$ cat src/ddrc_pkg.sv
// constants and types for the ddr command encoder block
package ddrc_pkg;
  // ===========================================================================
  // pin widths
  localparam int DATA_W  = 16;
  localparam int ADDR_W  = 14;
  localparam int BANK_W  = 3;
  localparam int MASK_W  = 2;
  localparam int CODE_W  = 4;
  localparam int AP_BIT  = 10;
  localparam int ENTRY_W = CODE_W + BANK_W + ADDR_W + DATA_W + MASK_W;
  localparam int FIFO_DEPTH = 8;
  // ===========================================================================
  // clock ratios
  localparam int BUS_DIV = 2;
  localparam int MEM_DIV = 2;
  // ===========================================================================
  // command codes on the request port
  localparam logic [3:0] CMD_NOP        = 4'h0;
  localparam logic [3:0] CMD_DESELECT   = 4'h1;
  localparam logic [3:0] CMD_ACTIVATE   = 4'h2;
  localparam logic [3:0] CMD_PRE_ALL    = 4'h3;
  localparam logic [3:0] CMD_PRE_ONE    = 4'h4;
  localparam logic [3:0] CMD_MODE_SET   = 4'h5;
  localparam logic [3:0] CMD_EXT_MODE   = 4'h6;
  localparam logic [3:0] CMD_READ       = 4'h7;
  localparam logic [3:0] CMD_READ_AP    = 4'h8;
  localparam logic [3:0] CMD_WRITE      = 4'h9;
  localparam logic [3:0] CMD_WRITE_AP   = 4'hA;
  localparam logic [3:0] CMD_AUTO_REF   = 4'hB;
  localparam logic [3:0] CMD_SREF_ENTER = 4'hC;
  localparam logic [3:0] CMD_SREF_EXIT  = 4'hD;
  localparam logic [3:0] CMD_PD_ENTER   = 4'hE;
  localparam logic [3:0] CMD_PD_EXIT    = 4'hF;
  // ===========================================================================
  // strobe patterns {cs_n, ras_n, cas_n, we_n}
  localparam logic [3:0] PAT_DESELECT = 4'hF;
  localparam logic [3:0] PAT_NOP      = 4'h7;
  localparam logic [3:0] PAT_ACTIVATE = 4'h3;
  localparam logic [3:0] PAT_PRECHG   = 4'h2;
  localparam logic [3:0] PAT_MODE     = 4'h0;
  localparam logic [3:0] PAT_READ     = 4'h5;
  localparam logic [3:0] PAT_WRITE    = 4'h4;
  localparam logic [3:0] PAT_REFRESH  = 4'h1;
  // ===========================================================================
  // reset values
  localparam logic       CKE_RESET    = 1'b0;
  localparam logic [1:0] SYNC_RESET   = 2'h0;
  typedef enum logic [2:0] {ddrc_idle_e, ddrc_issue_e, ddrc_wdata_e, ddrc_rgate_e, ddrc_done_e} ddrc_state_t;
endpackage

$ cat src/ddrc_top.sv
// ddr command encoder: request fifo, domain crossing, command and data pins
// Functional notes
// memory clock pair toggles at half the double-rate clock
// bus-side clock is primary pll divided by fixed two
// command fifo and request port run on the bus-side clock
// state machine runs on double-rate clock divided by two
// clocks may be stopped through a request and acknowledge procedure
// system keeps reset until secondary pll and double-rate clock are stable; code has no pll lock input, rst_n only passes a two-flop synchroniser
// 16-bit data, 14-bit address, three bank, one chip select, one clock enable
// clock enable active high; chip select and command strobes active low
// byte masks active high, masking write byte lanes
// data strobes driven with write data, received with read data
// strobe gate driven out, returned copy gates read strobes
// activate: cs low, ras low, cas high, we high, bank and row
// precharge all: precharge pattern with address bit 10 high
// single precharge: address bit 10 low, bank on bank pins
// mode sets: all strobes low, bank selects register, address carries code
// read: cs low, ras high, cas low, we high; bit 10 selects autoprecharge
// write: read pattern with we low; bit 10 selects autoprecharge
// refresh, self-refresh entry drops cke, exit raises cke with nop
// nop, deselect, power-down entry and exit by cke with nop
// requests cross from bus side to memory side through synchronised handshake
`timescale 1ns/1ps

// =============================================================================
// request fifo
module ddrc_fifo #(
  parameter int WIDTH = 8,
  parameter int DEPTH = 8
) (
  input  wire logic             core_clk,
  input  wire logic             rst_n,
  input  wire logic             en,
  input  wire logic             in_valid,
  output logic                  in_ready,
  input  wire logic [WIDTH-1:0] in_data,
  output logic                  out_valid,
  input  wire logic             out_ready,
  output logic      [WIDTH-1:0] out_data
);
  localparam int PW = $clog2(DEPTH);
  logic [WIDTH-1:0] mem [DEPTH];
  logic [PW-1:0]    wr_ptr_reg, wr_ptr_next, rd_ptr_reg, rd_ptr_next;
  logic [PW:0]      count_reg, count_next;
  logic             push, pop;

  assign in_ready  = (count_reg != DEPTH[PW:0]);
  assign out_valid = (count_reg != '0);
  assign out_data  = mem[rd_ptr_reg];
  assign push      = en & in_valid & in_ready;
  assign pop       = en & out_valid & out_ready;

  always_comb begin
    wr_ptr_next = wr_ptr_reg;
    rd_ptr_next = rd_ptr_reg;
    count_next  = count_reg;
    if (push) begin
      wr_ptr_next = (wr_ptr_reg == PW'(DEPTH - 1)) ? '0 : wr_ptr_reg + 1'b1;
    end
    if (pop) begin
      rd_ptr_next = (rd_ptr_reg == PW'(DEPTH - 1)) ? '0 : rd_ptr_reg + 1'b1;
    end
    if (push && !pop) begin
      count_next = count_reg + 1'b1;
    end else if (pop && !push) begin
      count_next = count_reg - 1'b1;
    end
  end

  always_ff @(posedge core_clk or negedge rst_n) begin
    if (!rst_n) begin
      wr_ptr_reg <= '0;
      rd_ptr_reg <= '0;
      count_reg  <= '0;
    end else begin
      wr_ptr_reg <= wr_ptr_next;
      rd_ptr_reg <= rd_ptr_next;
      count_reg  <= count_next;
    end
  end

  // storage has no reset; only written entries are ever read
  always_ff @(posedge core_clk) begin
    if (push) begin
      mem[wr_ptr_reg] <= in_data;
    end
  end
endmodule // ddrc_fifo

// =============================================================================
// top
module ddrc_top (
  input  wire logic                         core_clk,
  input  wire logic                         rst_n,
  input  wire logic                         ce,
  input  wire logic                         primary_pll_tick,
  input  wire logic                         req_valid,
  output logic                              req_ready,
  input  wire logic [ddrc_pkg::CODE_W-1:0]  req_code,
  input  wire logic [ddrc_pkg::BANK_W-1:0]  req_bank,
  input  wire logic [ddrc_pkg::ADDR_W-1:0]  req_addr,
  input  wire logic [ddrc_pkg::DATA_W-1:0]  req_wdata,
  input  wire logic [ddrc_pkg::MASK_W-1:0]  req_wmask,
  output logic                              rd_valid,
  output logic      [ddrc_pkg::DATA_W-1:0]  rd_data,
  input  wire logic                         clk_stop_req,
  output logic                              clk_stop_ack,
  output logic                              ddr_clk_p,
  output logic                              ddr_clk_n,
  output logic                              ddr_cke,
  output logic                              ddr_cs_n,
  output logic                              ddr_ras_n,
  output logic                              ddr_cas_n,
  output logic                              ddr_we_n,
  output logic      [ddrc_pkg::BANK_W-1:0]  ddr_ba,
  output logic      [ddrc_pkg::ADDR_W-1:0]  ddr_a,
  output logic      [ddrc_pkg::MASK_W-1:0]  ddr_dm,
  output logic      [ddrc_pkg::DATA_W-1:0]  ddr_dq_o,
  output logic                              ddr_dq_oe,
  input  wire logic [ddrc_pkg::DATA_W-1:0]  ddr_dq_i,
  output logic      [ddrc_pkg::MASK_W-1:0]  ddr_dqs_o,
  output logic                              ddr_dqs_oe,
  input  wire logic [ddrc_pkg::MASK_W-1:0]  ddr_dqs_i,
  output logic                              strobe_gate_out,
  input  wire logic                         strobe_gate_return
);
  // ===========================================================================
  // reset release; rest of the block uses the synchronised copy
  logic [1:0] rst_sync_reg;
  logic       rst_n_int;
  always_ff @(posedge core_clk or negedge rst_n) begin
    if (!rst_n) begin
      rst_sync_reg <= ddrc_pkg::SYNC_RESET;
    end else begin
      rst_sync_reg <= {rst_sync_reg[0], 1'b1};
    end
  end
  assign rst_n_int = rst_sync_reg[1];

  // ===========================================================================
  // clock dividers and stop control
  logic bus_ph_reg, bus_ph_next, mem_ph_reg, mem_ph_next;
  logic stop_reg, stop_next;
  logic bus_ce, mem_ce;
  logic fifo_out_valid, fifo_out_ready;
  logic [ddrc_pkg::ENTRY_W-1:0] fifo_out_data;
  ddrc_pkg::ddrc_state_t state_reg, state_next;
  logic req_tog_reg, req_tog_next, ack_tog_reg, ack_tog_next;

  // bus strobe every second primary pll tick, no programmable divider
  assign bus_ce = ce & primary_pll_tick & bus_ph_reg;
  // memory domain runs on every second double-rate edge
  assign mem_ce = ce & mem_ph_reg & ~stop_reg;

  always_comb begin
    bus_ph_next = bus_ph_reg;
    mem_ph_next = mem_ph_reg;
    stop_next   = stop_reg;
    if (ce && primary_pll_tick) begin
      bus_ph_next = ~bus_ph_reg;
    end
    if (ce && !stop_reg) begin
      mem_ph_next = ~mem_ph_reg;
    end
    // stop only once idle, drained and no handshake outstanding;
    // a stopped clock never returns to its low phase, so release is taken on any cycle
    if (ce && stop_reg) begin
      stop_next = clk_stop_req;
    end else if (ce && !mem_ph_reg) begin
      stop_next = clk_stop_req & ~fifo_out_valid & (state_reg == ddrc_pkg::ddrc_idle_e) &
                  (req_tog_reg == ack_tog_reg);
    end
  end

  always_ff @(posedge core_clk or negedge rst_n_int) begin
    if (!rst_n_int) begin
      bus_ph_reg <= 1'b0;
      mem_ph_reg <= 1'b0;
      stop_reg   <= 1'b0;
    end else begin
      bus_ph_reg <= bus_ph_next;
      mem_ph_reg <= mem_ph_next;
      stop_reg   <= stop_next;
    end
  end

  // memory clock pair parks high/low while stopped
  assign ddr_clk_p    = mem_ph_reg;
  assign ddr_clk_n    = ~mem_ph_reg;
  assign clk_stop_ack = stop_reg;

  // ===========================================================================
  // bus-side fifo and handshake sender
  ddrc_fifo #(
    .WIDTH (ddrc_pkg::ENTRY_W),
    .DEPTH (ddrc_pkg::FIFO_DEPTH)
  ) u_fifo (
    .core_clk  (core_clk),
    .rst_n     (rst_n_int),
    .en        (bus_ce),
    .in_valid  (req_valid),
    .in_ready  (req_ready),
    .in_data   ({req_code, req_bank, req_addr, req_wdata, req_wmask}),
    .out_valid (fifo_out_valid),
    .out_ready (fifo_out_ready),
    .out_data  (fifo_out_data)
  );

  logic [ddrc_pkg::ENTRY_W-1:0] hold_reg, hold_next;
  logic [1:0] ack_sync_reg, req_sync_reg;

  // only one request in flight; hold stays stable until acknowledged
  assign fifo_out_ready = (req_tog_reg == ack_sync_reg[1]) & ~stop_reg;

  always_comb begin
    hold_next    = hold_reg;
    req_tog_next = req_tog_reg;
    if (bus_ce && fifo_out_valid && fifo_out_ready) begin
      hold_next    = fifo_out_data;
      req_tog_next = ~req_tog_reg;
    end
  end

  always_ff @(posedge core_clk or negedge rst_n_int) begin
    if (!rst_n_int) begin
      hold_reg     <= '0;
      req_tog_reg  <= 1'b0;
      ack_sync_reg <= ddrc_pkg::SYNC_RESET;
      req_sync_reg <= ddrc_pkg::SYNC_RESET;
    end else begin
      hold_reg     <= hold_next;
      req_tog_reg  <= req_tog_next;
      if (ce) begin
        ack_sync_reg <= {ack_sync_reg[0], ack_tog_reg};
        req_sync_reg <= {req_sync_reg[0], req_tog_reg};
      end
    end
  end

  // ===========================================================================
  // memory-side command encoder
  logic [ddrc_pkg::CODE_W-1:0] h_code;
  logic [ddrc_pkg::BANK_W-1:0] h_bank;
  logic [ddrc_pkg::ADDR_W-1:0] h_addr;
  logic [ddrc_pkg::DATA_W-1:0] h_wdata;
  logic [ddrc_pkg::MASK_W-1:0] h_wmask;
  assign {h_code, h_bank, h_addr, h_wdata, h_wmask} = hold_reg;

  logic [3:0] pat_reg, pat_next;
  logic       cke_reg, cke_next;
  logic [ddrc_pkg::BANK_W-1:0] ba_reg, ba_next;
  logic [ddrc_pkg::ADDR_W-1:0] a_reg, a_next;
  logic [ddrc_pkg::DATA_W-1:0] dq_reg, dq_next, rd_data_reg, rd_data_next;
  logic [ddrc_pkg::MASK_W-1:0] dm_reg, dm_next, dqs_reg, dqs_next;
  logic dq_oe_reg, dq_oe_next, gate_reg, gate_next, rd_valid_reg, rd_valid_next;

  always_comb begin
    state_next    = state_reg;
    ack_tog_next  = ack_tog_reg;
    pat_next      = pat_reg;
    cke_next      = cke_reg;
    ba_next       = ba_reg;
    a_next        = a_reg;
    dq_next       = dq_reg;
    dm_next       = dm_reg;
    dqs_next      = dqs_reg;
    dq_oe_next    = dq_oe_reg;
    gate_next     = gate_reg;
    rd_data_next  = rd_data_reg;
    rd_valid_next = ce ? 1'b0 : rd_valid_reg;
    // returned gate qualifies incoming strobes before data is taken
    if (ce && strobe_gate_return && (ddr_dqs_i != '0)) begin
      rd_data_next  = ddr_dq_i;
      rd_valid_next = 1'b1;
    end
    if (mem_ce) begin
      case (state_reg)
        ddrc_pkg::ddrc_idle_e: begin
          pat_next   = ddrc_pkg::PAT_DESELECT;
          dq_oe_next = 1'b0;
          gate_next  = 1'b0;
          if (req_sync_reg[1] != ack_tog_reg) begin
            state_next = ddrc_pkg::ddrc_issue_e;
          end
        end
        ddrc_pkg::ddrc_issue_e: begin
          ba_next    = h_bank;
          a_next     = h_addr;
          state_next = ddrc_pkg::ddrc_done_e;
          case (h_code)
            ddrc_pkg::CMD_NOP:      pat_next = ddrc_pkg::PAT_NOP;
            ddrc_pkg::CMD_DESELECT: pat_next = ddrc_pkg::PAT_DESELECT;
            ddrc_pkg::CMD_ACTIVATE: pat_next = ddrc_pkg::PAT_ACTIVATE;
            ddrc_pkg::CMD_PRE_ALL: begin
              pat_next = ddrc_pkg::PAT_PRECHG;
              a_next[ddrc_pkg::AP_BIT] = 1'b1;
            end
            ddrc_pkg::CMD_PRE_ONE: begin
              pat_next = ddrc_pkg::PAT_PRECHG;
              a_next[ddrc_pkg::AP_BIT] = 1'b0;
            end
            ddrc_pkg::CMD_MODE_SET,
            ddrc_pkg::CMD_EXT_MODE: pat_next = ddrc_pkg::PAT_MODE;
            ddrc_pkg::CMD_READ,
            ddrc_pkg::CMD_READ_AP: begin
              pat_next = ddrc_pkg::PAT_READ;
              a_next[ddrc_pkg::AP_BIT] = (h_code == ddrc_pkg::CMD_READ_AP);
              state_next = ddrc_pkg::ddrc_rgate_e;
            end
            ddrc_pkg::CMD_WRITE,
            ddrc_pkg::CMD_WRITE_AP: begin
              pat_next = ddrc_pkg::PAT_WRITE;
              a_next[ddrc_pkg::AP_BIT] = (h_code == ddrc_pkg::CMD_WRITE_AP);
              state_next = ddrc_pkg::ddrc_wdata_e;
            end
            ddrc_pkg::CMD_AUTO_REF: begin
              pat_next = ddrc_pkg::PAT_REFRESH;
              cke_next = 1'b1;
            end
            ddrc_pkg::CMD_SREF_ENTER: begin
              pat_next = ddrc_pkg::PAT_REFRESH;
              cke_next = 1'b0;
            end
            ddrc_pkg::CMD_SREF_EXIT,
            ddrc_pkg::CMD_PD_EXIT: begin
              pat_next = ddrc_pkg::PAT_NOP;
              cke_next = 1'b1;
            end
            ddrc_pkg::CMD_PD_ENTER: begin
              pat_next = ddrc_pkg::PAT_NOP;
              cke_next = 1'b0;
            end
            default: pat_next = ddrc_pkg::PAT_NOP;
          endcase
        end
        ddrc_pkg::ddrc_wdata_e: begin
          // write data, masks and strobes go out together
          pat_next   = ddrc_pkg::PAT_NOP;
          dq_next    = h_wdata;
          dm_next    = h_wmask;
          dqs_next   = '1;
          dq_oe_next = 1'b1;
          state_next = ddrc_pkg::ddrc_done_e;
        end
        ddrc_pkg::ddrc_rgate_e: begin
          pat_next   = ddrc_pkg::PAT_NOP;
          gate_next  = 1'b1;
          state_next = ddrc_pkg::ddrc_done_e;
        end
        ddrc_pkg::ddrc_done_e: begin
          pat_next     = ddrc_pkg::PAT_DESELECT;
          dq_oe_next   = 1'b0;
          dqs_next     = '0;
          dm_next      = '0;
          gate_next    = 1'b0;
          ack_tog_next = ~ack_tog_reg;
          state_next   = ddrc_pkg::ddrc_idle_e;
        end
        default: state_next = ddrc_pkg::ddrc_idle_e;
      endcase
    end
  end

  always_ff @(posedge core_clk or negedge rst_n_int) begin
    if (!rst_n_int) begin
      state_reg    <= ddrc_pkg::ddrc_idle_e;
      ack_tog_reg  <= 1'b0;
      pat_reg      <= ddrc_pkg::PAT_DESELECT;
      cke_reg      <= ddrc_pkg::CKE_RESET;
      ba_reg       <= '0;
      a_reg        <= '0;
      dq_reg       <= '0;
      dm_reg       <= '0;
      dqs_reg      <= '0;
      dq_oe_reg    <= 1'b0;
      gate_reg     <= 1'b0;
      rd_data_reg  <= '0;
      rd_valid_reg <= 1'b0;
    end else begin
      state_reg    <= state_next;
      ack_tog_reg  <= ack_tog_next;
      pat_reg      <= pat_next;
      cke_reg      <= cke_next;
      ba_reg       <= ba_next;
      a_reg        <= a_next;
      dq_reg       <= dq_next;
      dm_reg       <= dm_next;
      dqs_reg      <= dqs_next;
      dq_oe_reg    <= dq_oe_next;
      gate_reg     <= gate_next;
      rd_data_reg  <= rd_data_next;
      rd_valid_reg <= rd_valid_next;
    end
  end

  // ===========================================================================
  // pins
  assign {ddr_cs_n, ddr_ras_n, ddr_cas_n, ddr_we_n} = pat_reg;
  assign ddr_cke         = cke_reg;
  assign ddr_ba          = ba_reg;
  assign ddr_a           = a_reg;
  assign ddr_dm          = dm_reg;
  assign ddr_dq_o        = dq_reg;
  assign ddr_dq_oe       = dq_oe_reg;
  assign ddr_dqs_o       = dqs_reg;
  assign ddr_dqs_oe      = dq_oe_reg;
  assign strobe_gate_out = gate_reg;
  assign rd_data         = rd_data_reg;
  assign rd_valid        = rd_valid_reg;
endmodule // ddrc_top

$ cat config.mk
export PLATFORM = sky130hd
export DESIGN_NAME = ddrc_top
export DESIGN_NICKNAME = d
export VERILOG_FILES = /design/src/ddrc_pkg.sv /design/src/ddrc_top.sv
export SDC_FILE = /design/constraint.sdc
export NUM_CORES = 1
export LEC_CHECK = 0
export ABC_AREA = 1
export BUFFER_PORTS_ARGS = -buffer_cell sky130_fd_sc_hd__clkbuf_2
export CORE_MARGIN = 2
export CORE_UTILIZATION = 54
export CTS_BUF_LIST = sky130_fd_sc_hd__clkbuf_16
export CTS_CLUSTER_SIZE = 12
export DETAILED_ROUTE_END_ITERATION = 8
export HOLD_SLACK_MARGIN = 0.05
export PLACE_DENSITY = 0.81
export SLEW_MARGIN = 20
export SYNTH_ARGS = -nofsm -noshare
export SYNTH_HDL_FRONTEND = slang
export SYNTH_SLANG_ARGS = --single-unit
$ cat constraint.sdc
create_clock -name core_clk -period 3.9 [get_ports core_clk]
set_input_delay 0.585 -clock core_clk [delete_from_list [all_inputs] [get_ports core_clk]]
set_output_delay 0.585 -clock core_clk [all_outputs]
set_load 0.01 [all_outputs]
# Yosys cells after proc, flatten, opt, wreduce, memory -nomap -nowiden
# Memories as Yosys holds them, arrays and structs flattened. A register that Yosys moved wholly into a read port is not among the register bits.
# Cells that the tools add are included.
# word_totals
reg_bits	85
latchBits	0
ramBits	312
rom_bits	0
input_bits	64
output_inout_bits	66
elab_cells	139
n_memories	1
# classes
add_sub_neg	4
mul	0
div	0
magnitude_cmp	0
n_eq_ne	26
n_shift	0
mux	21
n_bitwise	18
reduce_logical	46
# memory_table
memory	words	word_bits	read_ports	rd_ports_with_merged_regs	wr	line	text
u_fifo.mem	8	39	1	1	1	ddrc_top.sv:42	logic [WIDTH-1:0] mem [DEPTH];
# op_table
cell	count
4-bit equality test, second input constant	8
4-bit one-hot mux with 8 select lines	1
4-bit by 3-bit equality test with 1-bit output, second input constant	4
2-bit AND reduction	8
2-bit nonzero test	8
2-bit OR reduction	8
1-bit bitwise AND	12
4-bit one-hot mux with 3 select lines	1
1-bit logical AND	10
3-bit equality test, second input constant	3
3-bit two-way mux	3
3-bit one-hot mux with 3 select lines	1
4-bit by 2-bit equality test with 1-bit output, second input constant	2
4-bit two-way mux	2
2-bit one-hot mux with 2 select lines	2
3-bit by 1-bit adder with 3-bit output, second input constant	2
3-bit by 2-bit equality test with 1-bit output, second input constant	2
1-bit two-way mux	6
1-bit NOT	6
1-bit one-hot mux with 2 select lines	3
3-bit one-hot mux with 2 select lines	1
1-bit zero test	5
4-bit by 1-bit adder with 4-bit output, second input constant	1
4-bit by 1-bit equality test with 1-bit output, second input constant	1
14 further kinds	15

# Longest topological paths before layout
# logic_depth
word_depth	8
mapped_depth	14
mapped_depth_nobuf	13

# Cells and area by module
# Synthesis repeated with hierarchy kept, for this count alone.
# hier_totals
hier_cells	1982
hier_area_um2	18813.0
# modules_own_cells
module	n_inst	cells_per_inst	area_each_um2	seq_area_each_um2
ddrc_fifo	1	1437	14093.5	9619.2
ddrc_top	1	545	4719.5	2832.7

# Worst setup path before layout
# OpenSTA, ideal clock, no wires.
# synth_timing
path_type	input port to flip-flop
from	input port ce
to	memory u_fifo.mem[6][0] in the netlist's numbering, enable pin
setup_time_ns	0.484
arrival_time_ns	3.763
required_ns	3.416
path_slack_ns	-0.347
path_stages	4
n_path_buf	1
cell_sequence	buf_4 and3_4 nand3_2 nor3_1
# synth_via
elab_chain_len	6
# synth_rtl
element	line	text
start: declaration	ddrc_top.sv:95	input wire logic ce,
1-bit bitwise AND (2 in a row)	ddrc_top.sv:151	assign bus_ce = ce & primary_pll_tick & bus_ph_reg;
1-bit bitwise AND (2 in a row)	ddrc_top.sv:50	assign push = en & in_valid & in_ready;
1-bit two-way mux	ddrc_top.sv:84	if (push) begin
1-bit two-way mux (not written as such)	ddrc_top.sv:85	mem[wr_ptr_reg] <= in_data;
end: declaration	ddrc_top.sv:42	
# Every way passes these cells.

==> flow_metrics.py <==
metrics = {
    "synth": {
        "yosys.area_share.adder": 0.006116,
        "synth_xor_area_frac": 0.003485,
        "yosys_warnings": 0,
        "synth-seq-area-share": 0.7077,
        "syn-cell-area_um2": 17590,
        "ys_seq_elements": 435,
        "syn_area_per_cell_um2": 11.50,
        "synth-simple-area-share": 0.1584,
        "synth_fp_nets": 1602,
        "ys_types": 35,
        "synth_top_family_by_area": "simple AND/OR/NAND/NOR gates",
        "muxShareOfSynthArea": 0,
        "synth_compound_area_frac": 0.06870,
        "synthesis.instances": 1530,
    },
    "sta": {
        "final_hold_viol_count": 0,
        "slew_headroom": 0.3768,
        "setup_viol": 0,
        "tightest_slew_ns": 0.9307,
        "clock_skew_ns": 0.01204,
        "fin_crit_ns": 2.383,
        "fin_crit_sh": 0.6111,
        "maxSlewViolCount": 0,
        "rsz0062_at_grt": "false",
        "max_freq_ghz": 0.4196,
    },
    "detailed_routing": {
        "num_vias": 11693,
        "firstDrtPassIters": 5,
        "drt_iter0_drc": 1182,
        "wirelength_mm": 38.53,
        "postRouteAntennaNets": 0,
        "drc": 0,
        "avgViaCountPerCell": 5.505,
        "wire_per_inst_um": 18.14,
    },
    "placed_design": {
        "port_buffers": 129,
        "dpl.hpwl_mm": 22.27,
        "place.gp.congestion": 0.8219,
    },
    "job": {
        "drv_cap": 0,
    },
    "global_route": {
        "grt_use_total": 0.2315,
        "grt_max_degree": 228,
        "grt_pass1_wl_mm": 60.93,
        "grt_pass1_vias": 11641,
        "grt_overflow_total": 0,
        "antenna_found_initial": 4,
    },
    "finish": {
        "syn2layout_area_growth_pct": 12.66,
        "largest_register_ffs": 312,
        "utilization": 0.6139,
        "layout-drive-gt1-share": 0.1356,
        "regArea_um2": 12460,
        "nNetsFinal": 1719,
        "fillCellCount": 2447,
        "multi_input_area_um2": 4209,
    },
    "setup_path": {
        "r2r_slack_ns": 1.52,
        "critical_path_class": "reg -> reg",
        "cp-start-kind": "flip-flop",
        "r2r_cells": 7,
        "required_ns": 4.32,
        "worstReg2RegStart": "u_fifo.rd_ptr_reg[1]",
        "crit_arrival_ns": 2.80,
        "end_kind": "flip-flop",
        "r2r_end": "hold_reg[17]",
        "critPathMaxFanout": 67,
    },
    "cts": {
        "post_cts_buffers": 0,
        "cts_root_buffer": "clkbuf_16",
        "clk_pin_slew_worst_paths_ns": 0.06,
        "cts_htree_levels": 2,
        "cts_inserted_buffers": 44,
        "cts_buffer_depth": 3,
        "clock_latency_ns": 0.54,
        "cts.sinks": 435,
        "cts_tree": "done",
    },
    "power_and_ir_drop": {
        "p_leak_nw": 8.195,
        "powerDensity_nw_per_um2": 684.0,
        "finalPower_mw": 13.56,
        "irDropWorstVdd_uv": 644.2,
    },
    "floorplan": {
        "die_w_um": 184.5,
        "io-pin-count": 130,
        "start_util": 0.5449,
        "core-area_um2": 32290,
        "die_height_um": 184.5,
        "die_area_um2": 34040,
        "std_cell_rows": 66,
    },
    "run_status": {
        "run_status": "completed",
    },
    "hold_path": {
        "worstHoldPathType": "in -> reg",
        "min_to": "rd_data[4]",
        "worstHoldStart": "ddr_dq_i[4]",
        "hold_path_depth": 3,
    },
}
==> cells by family (layout without fill, tap and decap cells) <==
family / after synthesis / after routing
other: 1 / 2
adder cells (fa/ha/maj): 8 / 8
XOR/XNOR: 7 / 7
buffers and inverters: 202 / 353
AO/OA/AOI/OAI: 205 / 205
flip-flops: 435 / 435
AND/OR/NAND/NOR: 672 / 672
==> Yosys cell counts <==
cell type  number  area [um2]
nand2b_1        1       6.260
buf_8           1       15.01
nor2_1        199       747.0
o21ai_0       110       550.5
buf_2          45       225.2
buf_6           7       78.83
dfstp_2         4       105.1
xnor2_1         4       35.03
inv_2           3       11.26
o41ai_1         1       8.760
conb_1          1       3.750
xor2_1          3       26.28
and3_4          1       11.26
nand4_1         1       6.260
ha_1            7       87.58
inv_1         118       442.9
buf_12          4       80.08
o31ai_1         1       7.510
fa_1            1       20.02
nand2_2         1       6.260
o22ai_1         1       6.260
nand2_1       306        1149
o21ai_1        10       50.05
buf_4           8       60.06
nand3_2         4       40.04
nor3_4          1       16.27
nor3_1          9       45.04
dfrtp_1       119        2978
nand3_1       146       730.7
edfxtp_1      312        9369
nor2_4          2       22.52
o211ai_1       70       525.5
a21oi_1        12       60.06
nand3b_1        1       7.510
clkbuf_1       16       60.06
==> what timing repair did <==
action | CTS | global route
resized for setup | 0 | 0
endpoints found under the hold margin | 2 | 0
hold buffers | 1 | 0
==> power by group <==
group,leakage [nW],internal (mW),switching [mW]
clock network,0.720,2.12,1.65
logic,3.11,1.26,2.55
registers,4.36,5.55,0.429
total,8.19,8.93,4.63
==> worst max-delay path: stages (launching register included) <==
cell and delay [ns]:
dfrtp_1 0.58, inv_4 0.59, buf_4 0.45, nor2_1 0.09
o21ai_0 0.10, nand3_1 0.12, nand3_1 0.18, nand2_1 0.06
==> cell type report <==
class / instances / area share
flip-flops and latches: 435 / 0.6286
multi-input cells: 893 / 0.2123
clock buffers: 46 / 0.05807
repair buffers: 152 / 0.04267
well taps: 442 / 0.02790
inverters: 121 / 0.02304
clock inverters: 34 / 0.007259
diodes: 1 / 0.0001262
==> through the flow <==
step	setup slack (ns)	instances	TNS (ns)	instance area (um2)	hold slack (ns)
finish	1.517	2124	0	19820	0.2843
global placement	1.279	2042	0	18510	0.3370
floorplan	-0.3469	1530	-108.21	17590	0.2894
CTS	1.532	2123	0	19820	0.2706
global route	1.316	2124	0	19820	0.2953
detailed placement	1.178	2042	0	18510	0.3428
==> routing by layer <==
| metal | up-vias | track usage | routed length (um) |
|---|---|---|---|
| met1 | 5627 | 0.3051 | 15750 |
| met4 | 6 | 0.08832 | 778 |
| met2 | 530 | 0.3789 | 18510 |
| li1 | 5459 | - | - |
| met5 | - | 0 | 38 |
| met3 | 71 | 0.05058 | 3456 |
==> worst max path at each step <==
stage	startpoint	to	slack, ns	cells after the start
6_report	u_fifo.rd_ptr_reg[1]	hold_reg[17]	1.52	7
2_1_floorplan	ce	u_fifo.mem[6][0]	-0.35	4
3_3_place_gp	ce	u_fifo.count_reg[3]	1.28	12
4_1_cts	u_fifo.count_reg[0]	u_fifo.count_reg[3]	1.53	12
5_1_grt	u_fifo.rd_ptr_reg[1]	hold_reg[2]	1.32	7
3_5_place_dp	ce	u_fifo.count_reg[3]	1.18	12
==> cell usage in the layout (no fill, tap or decap), types with 2 or more instances in the layout <==
cell type / instances
nor2_4: 2
o21ai_0: 110
dfrtp_4: 2
nand3_2: 4
ha_1: 7
inv_6: 2
clkbuf_16: 46
nand3_1: 146
o21ai_1: 10
nor2_1: 199
clkinv_1: 5
xnor2_1: 4
buf_12: 2
a21oi_1: 12
inv_1: 142
o211ai_1: 70
dfrtp_1: 117
nand2_1: 306
clkbuf_2: 129
edfxtp_1: 312
buf_4: 20
xor2_1: 3
inv_2: 2
clkinv_2: 2
dfstp_2: 4
nor3_2: 8
(Power assumes the default switching activity.)
